===== src/prot_pkg.sv =====
// Constants and carrier types for the cell protection overlap logic.
package prot_pkg;
   localparam int unsigned CLK_HZ = 25_000_000;
   localparam int unsigned OVC_DLY_US = 1000;
   localparam int unsigned OVD_DLY_US = 20000;
   localparam int unsigned OCR_DLY_US = 10000;
   localparam int unsigned OCR_REL_US = 1000;
   localparam int unsigned XCH_DLY_US = 10000;
   localparam int unsigned SHC_DLY_US = 300;
   localparam int unsigned TEST_DIV = 64;
   localparam int unsigned SHC_CYC = SHC_DLY_US * (CLK_HZ / 1_000_000);
   localparam int CW = 24;
   localparam logic [CW-1:0] ZERO = 24'h000000;
   localparam logic [CW-1:0] ONE = 24'h000001;

   // Comparator outputs, already qualified to one clock domain.
   typedef struct packed {
      logic ovc;
      logic ovd;
      logic ocr;
      logic shc;
      logic xch;
   } cmp_t;

   // Gate and sense-node switch outputs.
   typedef struct packed {
      logic dis_gate;
      logic chg_gate;
      logic pull_dn;
      logic pull_up;
      logic standby;
   } drv_t;

   typedef enum logic [4:0] {
      ST_NORM = 5'h01,
      ST_OCR = 5'h02,
      ST_SHC = 5'h04,
      ST_OVD = 5'h08,
      ST_STBY = 5'h10
   } dstate_t;
endpackage : prot_pkg


===== src/prot_overlap.sv =====
// Overlap arbitration of a two-cell lithium-ion protection controller.
`timescale 1ns/1ps
`default_nettype none

module prot_overlap
   import prot_pkg::*;
(
   input wire logic core_clk,
   input wire logic rst,
   input wire logic ovc_cmp,
   input wire logic ovd_cmp,
   input wire logic ocr_cmp,
   input wire logic shc_cmp,
   input wire logic xch_cmp,
   input wire logic test_short,
   output logic dis_gate,
   output logic chg_gate,
   output logic pull_dn,
   output logic pull_up,
   output logic standby
);

   // ************************************************************
   // Input synchronisers
   // ************************************************************
   // Comparators are asynchronous; a level counts once stages two and
   // three agree, so a single metastable sample cannot flip a state.
   logic [5:0] s1_r, s2_r, s3_r, q_r;
   logic [5:0] s1_nxt, s2_nxt, s3_nxt, q_nxt;
   cmp_t c;
   logic tst;

   always_comb
   begin
      s1_nxt = {test_short, ovc_cmp, ovd_cmp, ocr_cmp, shc_cmp, xch_cmp};
      s2_nxt = s1_r;
      s3_nxt = s2_r;
      q_nxt = q_r;
      for (int i = 0; i < 6; i++)
      begin
         if (s2_r[i] == s3_r[i])
            q_nxt[i] = s3_r[i];
      end
   end

   always_ff @(posedge core_clk)
   begin
      if (rst)
      begin
         s1_r <= 6'h00;
         s2_r <= 6'h00;
         s3_r <= 6'h00;
         q_r <= 6'h00;
      end
      else
      begin
         s1_r <= s1_nxt;
         s2_r <= s2_nxt;
         s3_r <= s3_nxt;
         q_r <= q_nxt;
      end
   end

   assign c = cmp_t'(q_r[4:0]);
   assign tst = q_r[5];

   // ************************************************************
   // Delay limits
   // ************************************************************
   function automatic logic [CW-1:0] lim(input int unsigned us,
                                         input logic t);
      int unsigned n;
      n = us * (CLK_HZ / 1_000_000);
      if (t)
         n = n / TEST_DIV;
      if (n < 1)
         n = 1;
      return n[CW-1:0];
   endfunction : lim

   logic [CW-1:0] ovc_lim, ovd_lim, ocr_lim, rel_lim, xch_lim, shc_lim;
   assign ovc_lim = lim(OVC_DLY_US, tst);
   assign ovd_lim = lim(OVD_DLY_US, tst);
   assign ocr_lim = lim(OCR_DLY_US, tst);
   assign rel_lim = lim(OCR_REL_US, tst);
   assign xch_lim = lim(XCH_DLY_US, tst);
   assign shc_lim = SHC_CYC[CW-1:0];

   // ************************************************************
   // Protection state
   // ************************************************************
   dstate_t st_r, st_nxt;
   logic ovc_st_r, ovc_st_nxt, xch_st_r, xch_st_nxt;
   logic [CW-1:0] ovc_cnt_r, ovd_cnt_r, ocr_cnt_r, shc_cnt_r, xch_cnt_r;
   logic [CW-1:0] ovc_cnt_nxt, ovd_cnt_nxt, ocr_cnt_nxt, shc_cnt_nxt;
   logic [CW-1:0] xch_cnt_nxt;
   logic ovd_run, ocr_run, xch_run;
   drv_t drv_r, drv_nxt;

   // A pending over-charge detection holds over-discharge at zero; once
   // the over-charge state is set, over-discharge counts again.
   assign ovd_run = c.ovd && !(c.ovc && !ovc_st_r)
                    && st_r != ST_STBY;
   assign ocr_run = c.ocr && !ovc_st_r && st_r == ST_NORM;
   assign xch_run = c.xch && st_r == ST_NORM
                    && drv_r.dis_gate;

   always_comb
   begin
      st_nxt = st_r;
      ovc_st_nxt = ovc_st_r;
      xch_st_nxt = xch_st_r;
      ovc_cnt_nxt = ZERO;
      ovd_cnt_nxt = ZERO;
      ocr_cnt_nxt = ZERO;
      shc_cnt_nxt = ZERO;
      xch_cnt_nxt = ZERO;
      // Over-charge detect and release, independent of over-current.
      if (c.ovc != ovc_st_r)
      begin
         ovc_cnt_nxt = ovc_cnt_r + ONE;
         if (ovc_cnt_r + ONE >= ovc_lim)
         begin
            ovc_st_nxt = c.ovc;
            ovc_cnt_nxt = ZERO;
         end
      end
      // Over-discharge: restarted from zero when suspended or dropped.
      if (ovd_run)
      begin
         ovd_cnt_nxt = ovd_cnt_r + ONE;
         if (ovd_cnt_r + ONE >= ovd_lim)
         begin
            st_nxt = ovc_st_r ? ST_OVD : ST_STBY;
            ovd_cnt_nxt = ZERO;
         end
      end
      case (st_r)
         ST_NORM:
         begin
            if (ocr_run)
            begin
               ocr_cnt_nxt = ocr_cnt_r + ONE;
               if (ocr_cnt_r + ONE >= ocr_lim)
                  st_nxt = ST_OCR;
            end
         end
         ST_OCR, ST_SHC:
         begin
            if (!c.ocr && !c.shc)
            begin
               ocr_cnt_nxt = ocr_cnt_r + ONE;
               if (ocr_cnt_r + ONE >= rel_lim)
                  st_nxt = ST_NORM;
            end
         end
         ST_OVD, ST_STBY:
         begin
            // Release needs only the cells back above limit, held for the over-discharge delay.
            if (!c.ovd)
            begin
               ocr_cnt_nxt = ocr_cnt_r + ONE;
               if (ocr_cnt_r + ONE >= ovd_lim)
                  st_nxt = ST_NORM;
            end
         end
         default:
            st_nxt = ST_NORM;
      endcase
      // Short circuit has a fixed analog-style delay of its own.
      if (c.shc && st_r != ST_STBY && st_r != ST_SHC)
      begin
         shc_cnt_nxt = shc_cnt_r + ONE;
         if (shc_cnt_r + ONE >= shc_lim && st_nxt != ST_STBY)
            st_nxt = ST_SHC;
      end
      // The shared counter must not carry a count into the next state.
      if (st_nxt != st_r)
         ocr_cnt_nxt = ZERO;
      // Excess charger detect; dropping early abandons it.
      if (xch_st_r)
      begin
         if (!c.xch)
         begin
            xch_cnt_nxt = xch_cnt_r + ONE;
            if (xch_cnt_r + ONE >= xch_lim)
               xch_st_nxt = 1'b0;
         end
      end
      else if (xch_run)
      begin
         xch_cnt_nxt = xch_cnt_r + ONE;
         if (xch_cnt_r + ONE >= xch_lim)
            xch_st_nxt = 1'b1;
      end
      if (xch_st_nxt != xch_st_r)
         xch_cnt_nxt = ZERO;
   end

   // ************************************************************
   // Output decode
   // ************************************************************
   always_comb
   begin
      drv_nxt.dis_gate = st_nxt == ST_NORM;
      drv_nxt.chg_gate = !ovc_st_nxt && !xch_st_nxt;
      drv_nxt.pull_dn = st_nxt == ST_OCR
                        || st_nxt == ST_SHC;
      drv_nxt.pull_up = st_nxt == ST_OVD
                        || st_nxt == ST_STBY;
      drv_nxt.standby = st_nxt == ST_STBY;
   end

   always_ff @(posedge core_clk)
   begin
      if (rst)
      begin
         st_r <= ST_NORM;
         ovc_st_r <= 1'b0;
         xch_st_r <= 1'b0;
         ovc_cnt_r <= ZERO;
         ovd_cnt_r <= ZERO;
         ocr_cnt_r <= ZERO;
         shc_cnt_r <= ZERO;
         xch_cnt_r <= ZERO;
         drv_r <= '{1'b1, 1'b1, 1'b0, 1'b0, 1'b0};
      end
      else
      begin
         st_r <= st_nxt;
         ovc_st_r <= ovc_st_nxt;
         xch_st_r <= xch_st_nxt;
         ovc_cnt_r <= ovc_cnt_nxt;
         ovd_cnt_r <= ovd_cnt_nxt;
         ocr_cnt_r <= ocr_cnt_nxt;
         shc_cnt_r <= shc_cnt_nxt;
         xch_cnt_r <= xch_cnt_nxt;
         drv_r <= drv_nxt;
      end
   end

   assign dis_gate = drv_r.dis_gate;
   assign chg_gate = drv_r.chg_gate;
   assign pull_dn = drv_r.pull_dn;
   assign pull_up = drv_r.pull_up;
   assign standby = drv_r.standby;
endmodule : prot_overlap
`default_nettype wire


===== config.mk =====
export PLATFORM = sky130hd
export DESIGN_NAME = prot_overlap
export DESIGN_NICKNAME = d
export VERILOG_FILES = /design/src/prot_pkg.sv /design/src/prot_overlap.sv
export SDC_FILE = /design/constraint.sdc
export NUM_CORES = 1
export LEC_CHECK = 0
export BUFFER_PORTS_ARGS = -buffer_cell sky130_fd_sc_hd__buf_4
export CAP_MARGIN = 20
export CELL_PAD_IN_SITES_DETAIL_PLACEMENT = 1
export CELL_PAD_IN_SITES_GLOBAL_PLACEMENT = 1
export CORE_ASPECT_RATIO = 0.9
export CORE_UTILIZATION = 53
export CTS_CLUSTER_SIZE = 40
export DETAILED_ROUTE_END_ITERATION = 8
export PLACE_DENSITY = 0.91
export SYNTH_ARGS = -nofsm -noshare
export SYNTH_HDL_FRONTEND = slang
export SYNTH_SLANG_ARGS = --single-unit

===== constraint.sdc =====
create_clock -name core_clk -period 10.5 [get_ports core_clk]
set_clock_uncertainty 0.15 [all_clocks]
set_input_delay 2.1 -clock core_clk [delete_from_list [all_inputs] [get_ports core_clk]]
set_output_delay 2.1 -clock core_clk [all_outputs]
set_load 0.02 [all_outputs]

==> metrics, run 1 <==
ANT nets after route=0; critical path type=flop to flop; critical path capture point type=flop; Fill cells=roughly 1900; Worst IR Drop VDD=0.000116 V; CTS buffer count=17; Power Density=130 mW/mm^2; clk slew on worst S/H paths=approximately 0.07 ns; relative slew slack=24.4%; syn_area_per_cell=8.83 sq um; top-count cell post-synth=dfxtp_1; nets=around 1100; share of the synthesized area in the top cell type=36.0%; status=finished clean; final cell count without fillers=1226; root buf cell=clkbuf_16; Leak=around 0.0037 uW; final setup violation count=0; CTS resizes=0; count of final hold-check violations=0; Antenna Cells=0; final max-slew violation count=0; share of layout cells above drive strength 1=about 8.5%; WL per Instance=between 15 and 20 um; critical path, cell by cell=nand3_2 > nor2_1 > nand2_1 > xnor2_1 > ha_1 > a21oi_1 > nand2_1 > nor4_1 > a211oi_1 > o41ai_2 > a41o_2 > a211oi_2 > a2111oi_4 > nor4_1; Multi-input gate area=about 0.0054 sq mm; 1st-iter DRT viols=between 400 and 500; Placement Setup Slack=5.76 ns; PnR worst setup slack=between 5 and 6 ns; RSZ-0062 raised after global routing=no; max-cap check violation count=0; Worst setup SP type=flop; Slew @ Worst Pin=1.13 ns; largest net degree at the start of global routing=36; IO Pins=13; fmax=between 200 and 250 MHz; H-tree depth reported by CTS=4; hold_buf cts=0; largest area contributor in the netlist=dfxtp_1; Setup Fix Bufs, Post-CTS=0; DP Cell Count=1194; synth cell count leaders=dfxtp_1, nor2_1, ha_1, nand2_1, xnor2_1; post-route clock period utilization=a little under half; Post-Syn Area=slightly below 0.009 sq mm; register area share after synthesis=between 30% and 40%; Worst EP required=around 11 ns; Critical Path Slowest Stage Cell=a2111oi_4; initial antenna violation count=0; GRT Util Overall=roughly 30%; Core Box Area=about 0.016 sq mm; site row count=43; top post-synthesis cells by area=dfxtp_1, ha_1, xnor2_1; Initial Util=between 50% and 60%; DP HPWL=16.2 mm; clk_lat worst skew=between 0.4 and 0.5 ns; Util after Layout=60.8%; critical path data arrival time=~5 ns; asr flop ratio synth=0%; Die Area=0.0169 sq mm; TritonCTS clock tree=built; Die X=between 100 and 150 um; Setup TNS=0 ns; DR vias/cell=6.09; Synth Register Bits=between 150 and 200; CTS sink cnt=156; die height=123 um; number of enable flip-flop cells after synthesis=0; Placer Congestion=between 0.9 and 1; drt pass-1 iters=5; first-pass GRT wire length=39.2 mm; Port Buffer Count=12; synthesis-to-layout area growth=10.2%; CP Max Fanout=16; drt drc=0; Crit path largest cell delay=around 0.98 ns; Cells after Synth=982; Final Critical Period=about 4.9 ns; vias in the first global route=just under 8000; Ys Warns=0; FF+latch area=roughly 0.0031 sq mm; top_reg_cell synth=dfxtp_1; clock buffer depth=2; HP Class=flop to flop; global route overflow=0; Synth cell types=87; final WL=roughly 24 mm; Vias=roughly 7500
==> worst max-delay path: cells and delay by family, from the launching register on <==
kind / cells / cell delay, ns
DFF: 1 / 0.44
xor gates and xnor gates: 1 / 0.29
adders and majority gates: 1 / 0.34
and+or+nand+nor: 6 / 1.41
AOI/OAI and AO/OA: 6 / 2.08
==> final cells by class <==
class                      count  area share [%]
inverter                      29            1.14
sequential                   156            32.7
tap                          202            2.64
clock buffer                  18            4.49
clock inverter                14            1.61
timing repair buffer          15            1.18
multi-input combinational    792            56.3
==> flip-flops by register name (all words and copies together), names as in the netlist <==
signal	count
ocr_cnt_r	24
ovc_cnt_r	24
ovd_cnt_r	24
shc_cnt_r	24
xch_cnt_r	24
q_r	6
s1_r	6
s2_r	6
s3_r	6
st_r	5
chg_gate	1
dis_gate	1
ovc_st_r	1
pull_dn	1
pull_up	1
standby	1
xch_st_r	1
==> kinds of logic after synthesis <==
logic type / Yosys count / share of synthesized area, %
fa+ha+maj: 60 / 8.66
simple gates: 423 / 27.2
mux: 8 / 0.938
xor+xnor: 93 / 9.48
compound gates: 183 / 14.6
other cells: 1 / 0.0432
buf+inv: 58 / 3.01
flops: 156 / 36.0
==> through the flow <==
stage | instance area (sq um) | power [uW] | hold slack (ns)
2_1_floorplan | 8760 | 630 | 0.264
3_3_place_gp | 8980 | 636 | 0.266
3_5_place_dp | 8980 | 638 | 0.300
4_1_cts | 9560 | 1250 | 0.322
5_1_grt | 9560 | 1280 | 0.327
6_report | 9560 | 1250 | 0.320
==> layout by cell type, fill, tap and decap left out, types with 6 or more instances in the layout <==
cell type	Yosys	routed
or3_1	8	8
o21ai_0	50	50
ha_1	60	60
a21oi_1	30	30
inv_1	29	29
nor4_1	15	15
clkbuf_16	0	17
nor2_1	98	98
buf_4	0	15
and2_1	7	7
nand2_1	60	60
nor4_2	8	8
nand4_1	28	28
mux2i_1	7	7
o211ai_1	6	6
nor3_1	16	16
nor2b_1	42	42
a31oi_1	14	14
and3_1	43	43
xor2_1	34	34
or2_2	7	7
nand3_1	49	49
o31a_1	6	6
dfxtp_1	156	156
conb_1	1	25
a211oi_1	8	8
xnor2_1	58	58
==> worst paths after layout <==
check,from,to,slack (ns),cells past startpoint
worst max register to register,ocr_cnt_r[4],ocr_cnt_r[7],5.60,14
worst min-delay path,s1_r[2],s2_r[2],0.32,1
worst max-delay path,ocr_cnt_r[4],ocr_cnt_r[7],5.60,14
worst min register to register,s1_r[2],s2_r[2],0.32,1
==> layer usage <==
layer	share of wire, %	track usage [%]	up-vias
met2	50	52.0	127
li1	-	-	3589
met5	0	0	-
met1	45	36.3	3698
met3	2.7	5.74	52
met4	2.2	11.1	0
==> power by group <==
| group | internal (uW) | switching, uW | leakage (uW) |
|---|---|---|---|
| clock network | 336 | 285 | 0.000284 |
| logic | 8.72 | 11.6 | 0.00214 |
| registers | 600 | 5.84 | 0.00127 |
Note: power is estimated with default switching activity, not from simulation.
==> inputs of run 2 (changes only) <==
CORE_UTILIZATION = 44   (was 53)
PLACE_DENSITY = 0.82   (was 0.91)
clock period = 4.1 ns   (was 10.5 ns; I/O delays follow)
==> run 2 against run 1 <==
Effect of this change: the flow now finishes with violations (negative setup slack); critical path depth grew 3; sequential power increased to 2.6 times the previous value; total power rose to 2.6 times the previous value; utilization shrank 6.2 points; clock power rose to 2.5 times the previous value; flip-flop and latch count is the same; largest cell class unchanged.
==> metrics, run 2 (same netlist as run 1, synthesis figures left out) <==
Antenna Cells=0 (unchanged); Hold Startpoint=s1_r[5]; net switching power=763 uW (+150%); Worst setup SP type=flop; status=finished, violations left; final WL=24.9 mm (+4.2%); Fill cells=2248 (+21%); initial antenna violation count=0 (unchanged); crit-path most repeated cell=buf_4; CP Max Fanout=19 (+3); synthesis-to-layout area growth=21.1%; Sw Ratio=24.0% (-0.30 points); DR vias/cell=5.76 (-5.5%); Port Buffer Count=12 (unchanged); Placer Congestion=0.876 (-3.9%); global route overflow=0 (unchanged); Critical Path Slowest Stage Cell=dfxtp_2; post-route clock period utilization=102% (+55 points); relative slew slack=37.3% (+13 points); largest net degree at the start of global routing=36 (unchanged); Die X=150 um (+9.6%); internal power=2420 uW (+160%); Crit path largest cell delay=0.41 ns (-0.57 ns); critical path capture point type=flop; setup slack, reg-to-reg=-0.07 ns (-5.67 ns); Power Density=303 mW/mm^2 (+130%); PnR worst setup slack=-0.0664 ns (-5.67 ns); first-pass GRT wire length=37.3 mm (-4.8%); nets=1143 (+5.9%); Initial Util=45.1% (-10 points); IO Pins=13 (unchanged); GRT Util Overall=23.1% (-6.7 points); drt drc=0 (unchanged); critical path, cell by cell=nand4_1 > buf_4 > buf_4 > nor4_4 > xor2_2 > ha_4 > buf_4 > nand3_1 > or3_1 > a311o_1 > a31oi_2 > buf_4 > o22ai_1 > o21ai_2 > o211ai_4 > buf_12 > nor4_2; share of layout cells above drive strength 1=18.9% (+10 points); Sequential Power Share=48.6% (about the same); fmax=240 MHz (+18%); root buf cell=clkbuf_16; vias in the first global route=7675 (-1.9%); TritonCTS clock tree=built; Levels on crit path=17 (+3); clock buffer depth=2 (unchanged); final setup violation count=2 (+2); Worst IR Drop VDD=0.000275 V (+140%); clk slew on worst S/H paths=0.07 ns (about the same); DP Cell Count=1289 (+8.0%); most frequent cells in the layout=dfxtp_1, nor2_1, buf_4; Final Critical Period=4.17 ns (-0.734 ns); Die Area=0.0203 sq mm (+20%); Leak=0.00421 uW (+14%); Worst EP required=4.26 ns (-6.36 ns); final max-slew violation count=0 (unchanged); critical path data arrival time=4.33 ns (-0.69 ns); drt pass-1 iters=5 (unchanged); DP HPWL=15.9 mm (-2.1%); placed inst area=0.00943 sq mm (+5.0%); CTS sink cnt=156 (unchanged); commonest non-fill, non-tap cell in the layout=dfxtp_1; dominant delay contributor by cell family on the critical path=simple AND/OR/NAND/NOR gates; reg-to-reg startpoint=ocr_cnt_r[8]; critical path type=flop to flop; site row count=48 (+12%); WL per Instance=18.6 um (-4.5%); Slew @ Worst Pin=0.941 ns (-0.194 ns); H-tree depth reported by CTS=4 (unchanged); R2R depth=17 (+3); worst setup path startpoint=ocr_cnt_r[8]; max-cap check violation count=0 (unchanged); Logic pwr share=1.6% (about the same); final instance area=0.0105 sq mm (+9.9%); Setup TNS=-0.0808 ns (-0.0808 ns); count of final hold-check violations=0 (unchanged); Vias=7702 (+3.2%); hold path depth=1 (unchanged); Core Box Area=0.0192 sq mm (+22%); CTS buffer count=17 (unchanged); Clk pwr share=49.7% (about the same); Critical path buffers and inverters=5 (+5); die height=135 um (+9.6%); failing checks=negative setup slack; ANT nets after route=0 (unchanged); 1st-iter DRT viols=396 (-12%); hold_buf cts=0 (unchanged); final cell count without fillers=1338 (+9.1%); clk_lat worst skew=0.44 ns (about the same); HP Class=flop to flop
run 2: cell types whose count changed in the layout (fill, tap and decap cells not counted), moves of 7 or more:
cell	previous run	this run
buf_4	15	74
xnor2_2	0	7
nor4_1	15	7
xnor2_1	58	51
dfxtp_2	0	13
dfxtp_1	156	143
run 2: through the flow:
step / setup WS, ns / hold slack, ns / power, uW / util, %
final: -0.0664 / 0.297 / 3190 / 54.6
after global routing: -0.236 / 0.303 / 3280 / 54.6
after CTS: 0.00613 / 0.302 / 3210 / 52.6
after detailed placement: -0.159 / 0.278 / 1630 / 49.1
after global placement: -0.0925 / 0.266 / 1630 / 49.1
after floorplan: 0.283 / 0.264 / 1610 / -
run 2: path summary, 6_finish.rpt:
path	to
max	ocr_cnt_r[8]
max reg2reg	ocr_cnt_r[8]
min	s2_r[5]
min reg2reg	s2_r[5]
run 2: final cells by class:
class / instances / area [sq um] / area share [%]
sequential: 156 / 3140 / 29.9
clock inverter: 14 / 156 / 1.49
multi-input combinational: 792 / 5710 / 54.4
inverter: 29 / 109 / 1.04
tap: 250 / 313 / 2.98
clock buffer: 18 / 429 / 4.09
timing repair buffer: 79 / 647 / 6.16
run 2: timing repair:
action	CTS	global route
hold endpoints to repair	0	0
gates cloned	0	1
buffers inserted	3	13
gates resized for setup	14	59
pin swaps	3	24
setup endpoints to repair	20	24
run 2: layer usage:
metal | vias to the layer above | track usage (%) | part of all wire [%]
li1 | 3731 | - | -
met1 | 3781 | 28.8 | 45
met2 | 140 | 39.7 | 50
met3 | 50 | 4.41 | 2.9
met4 | 0 | 7.91 | 2.3
met5 | - | 0 | 0
run 2: power by group through the flow:
stage                     Combinational [uW]  Sequential (uW)  Clock, uW
final                                   52.5             1550       1580
after global routing                    58.5             1550       1670
after CTS                               51.6             1550       1610
after detailed placement                50.5             1580          0
after global placement                  49.1             1580          0
after floorplan                         33.9             1580          0
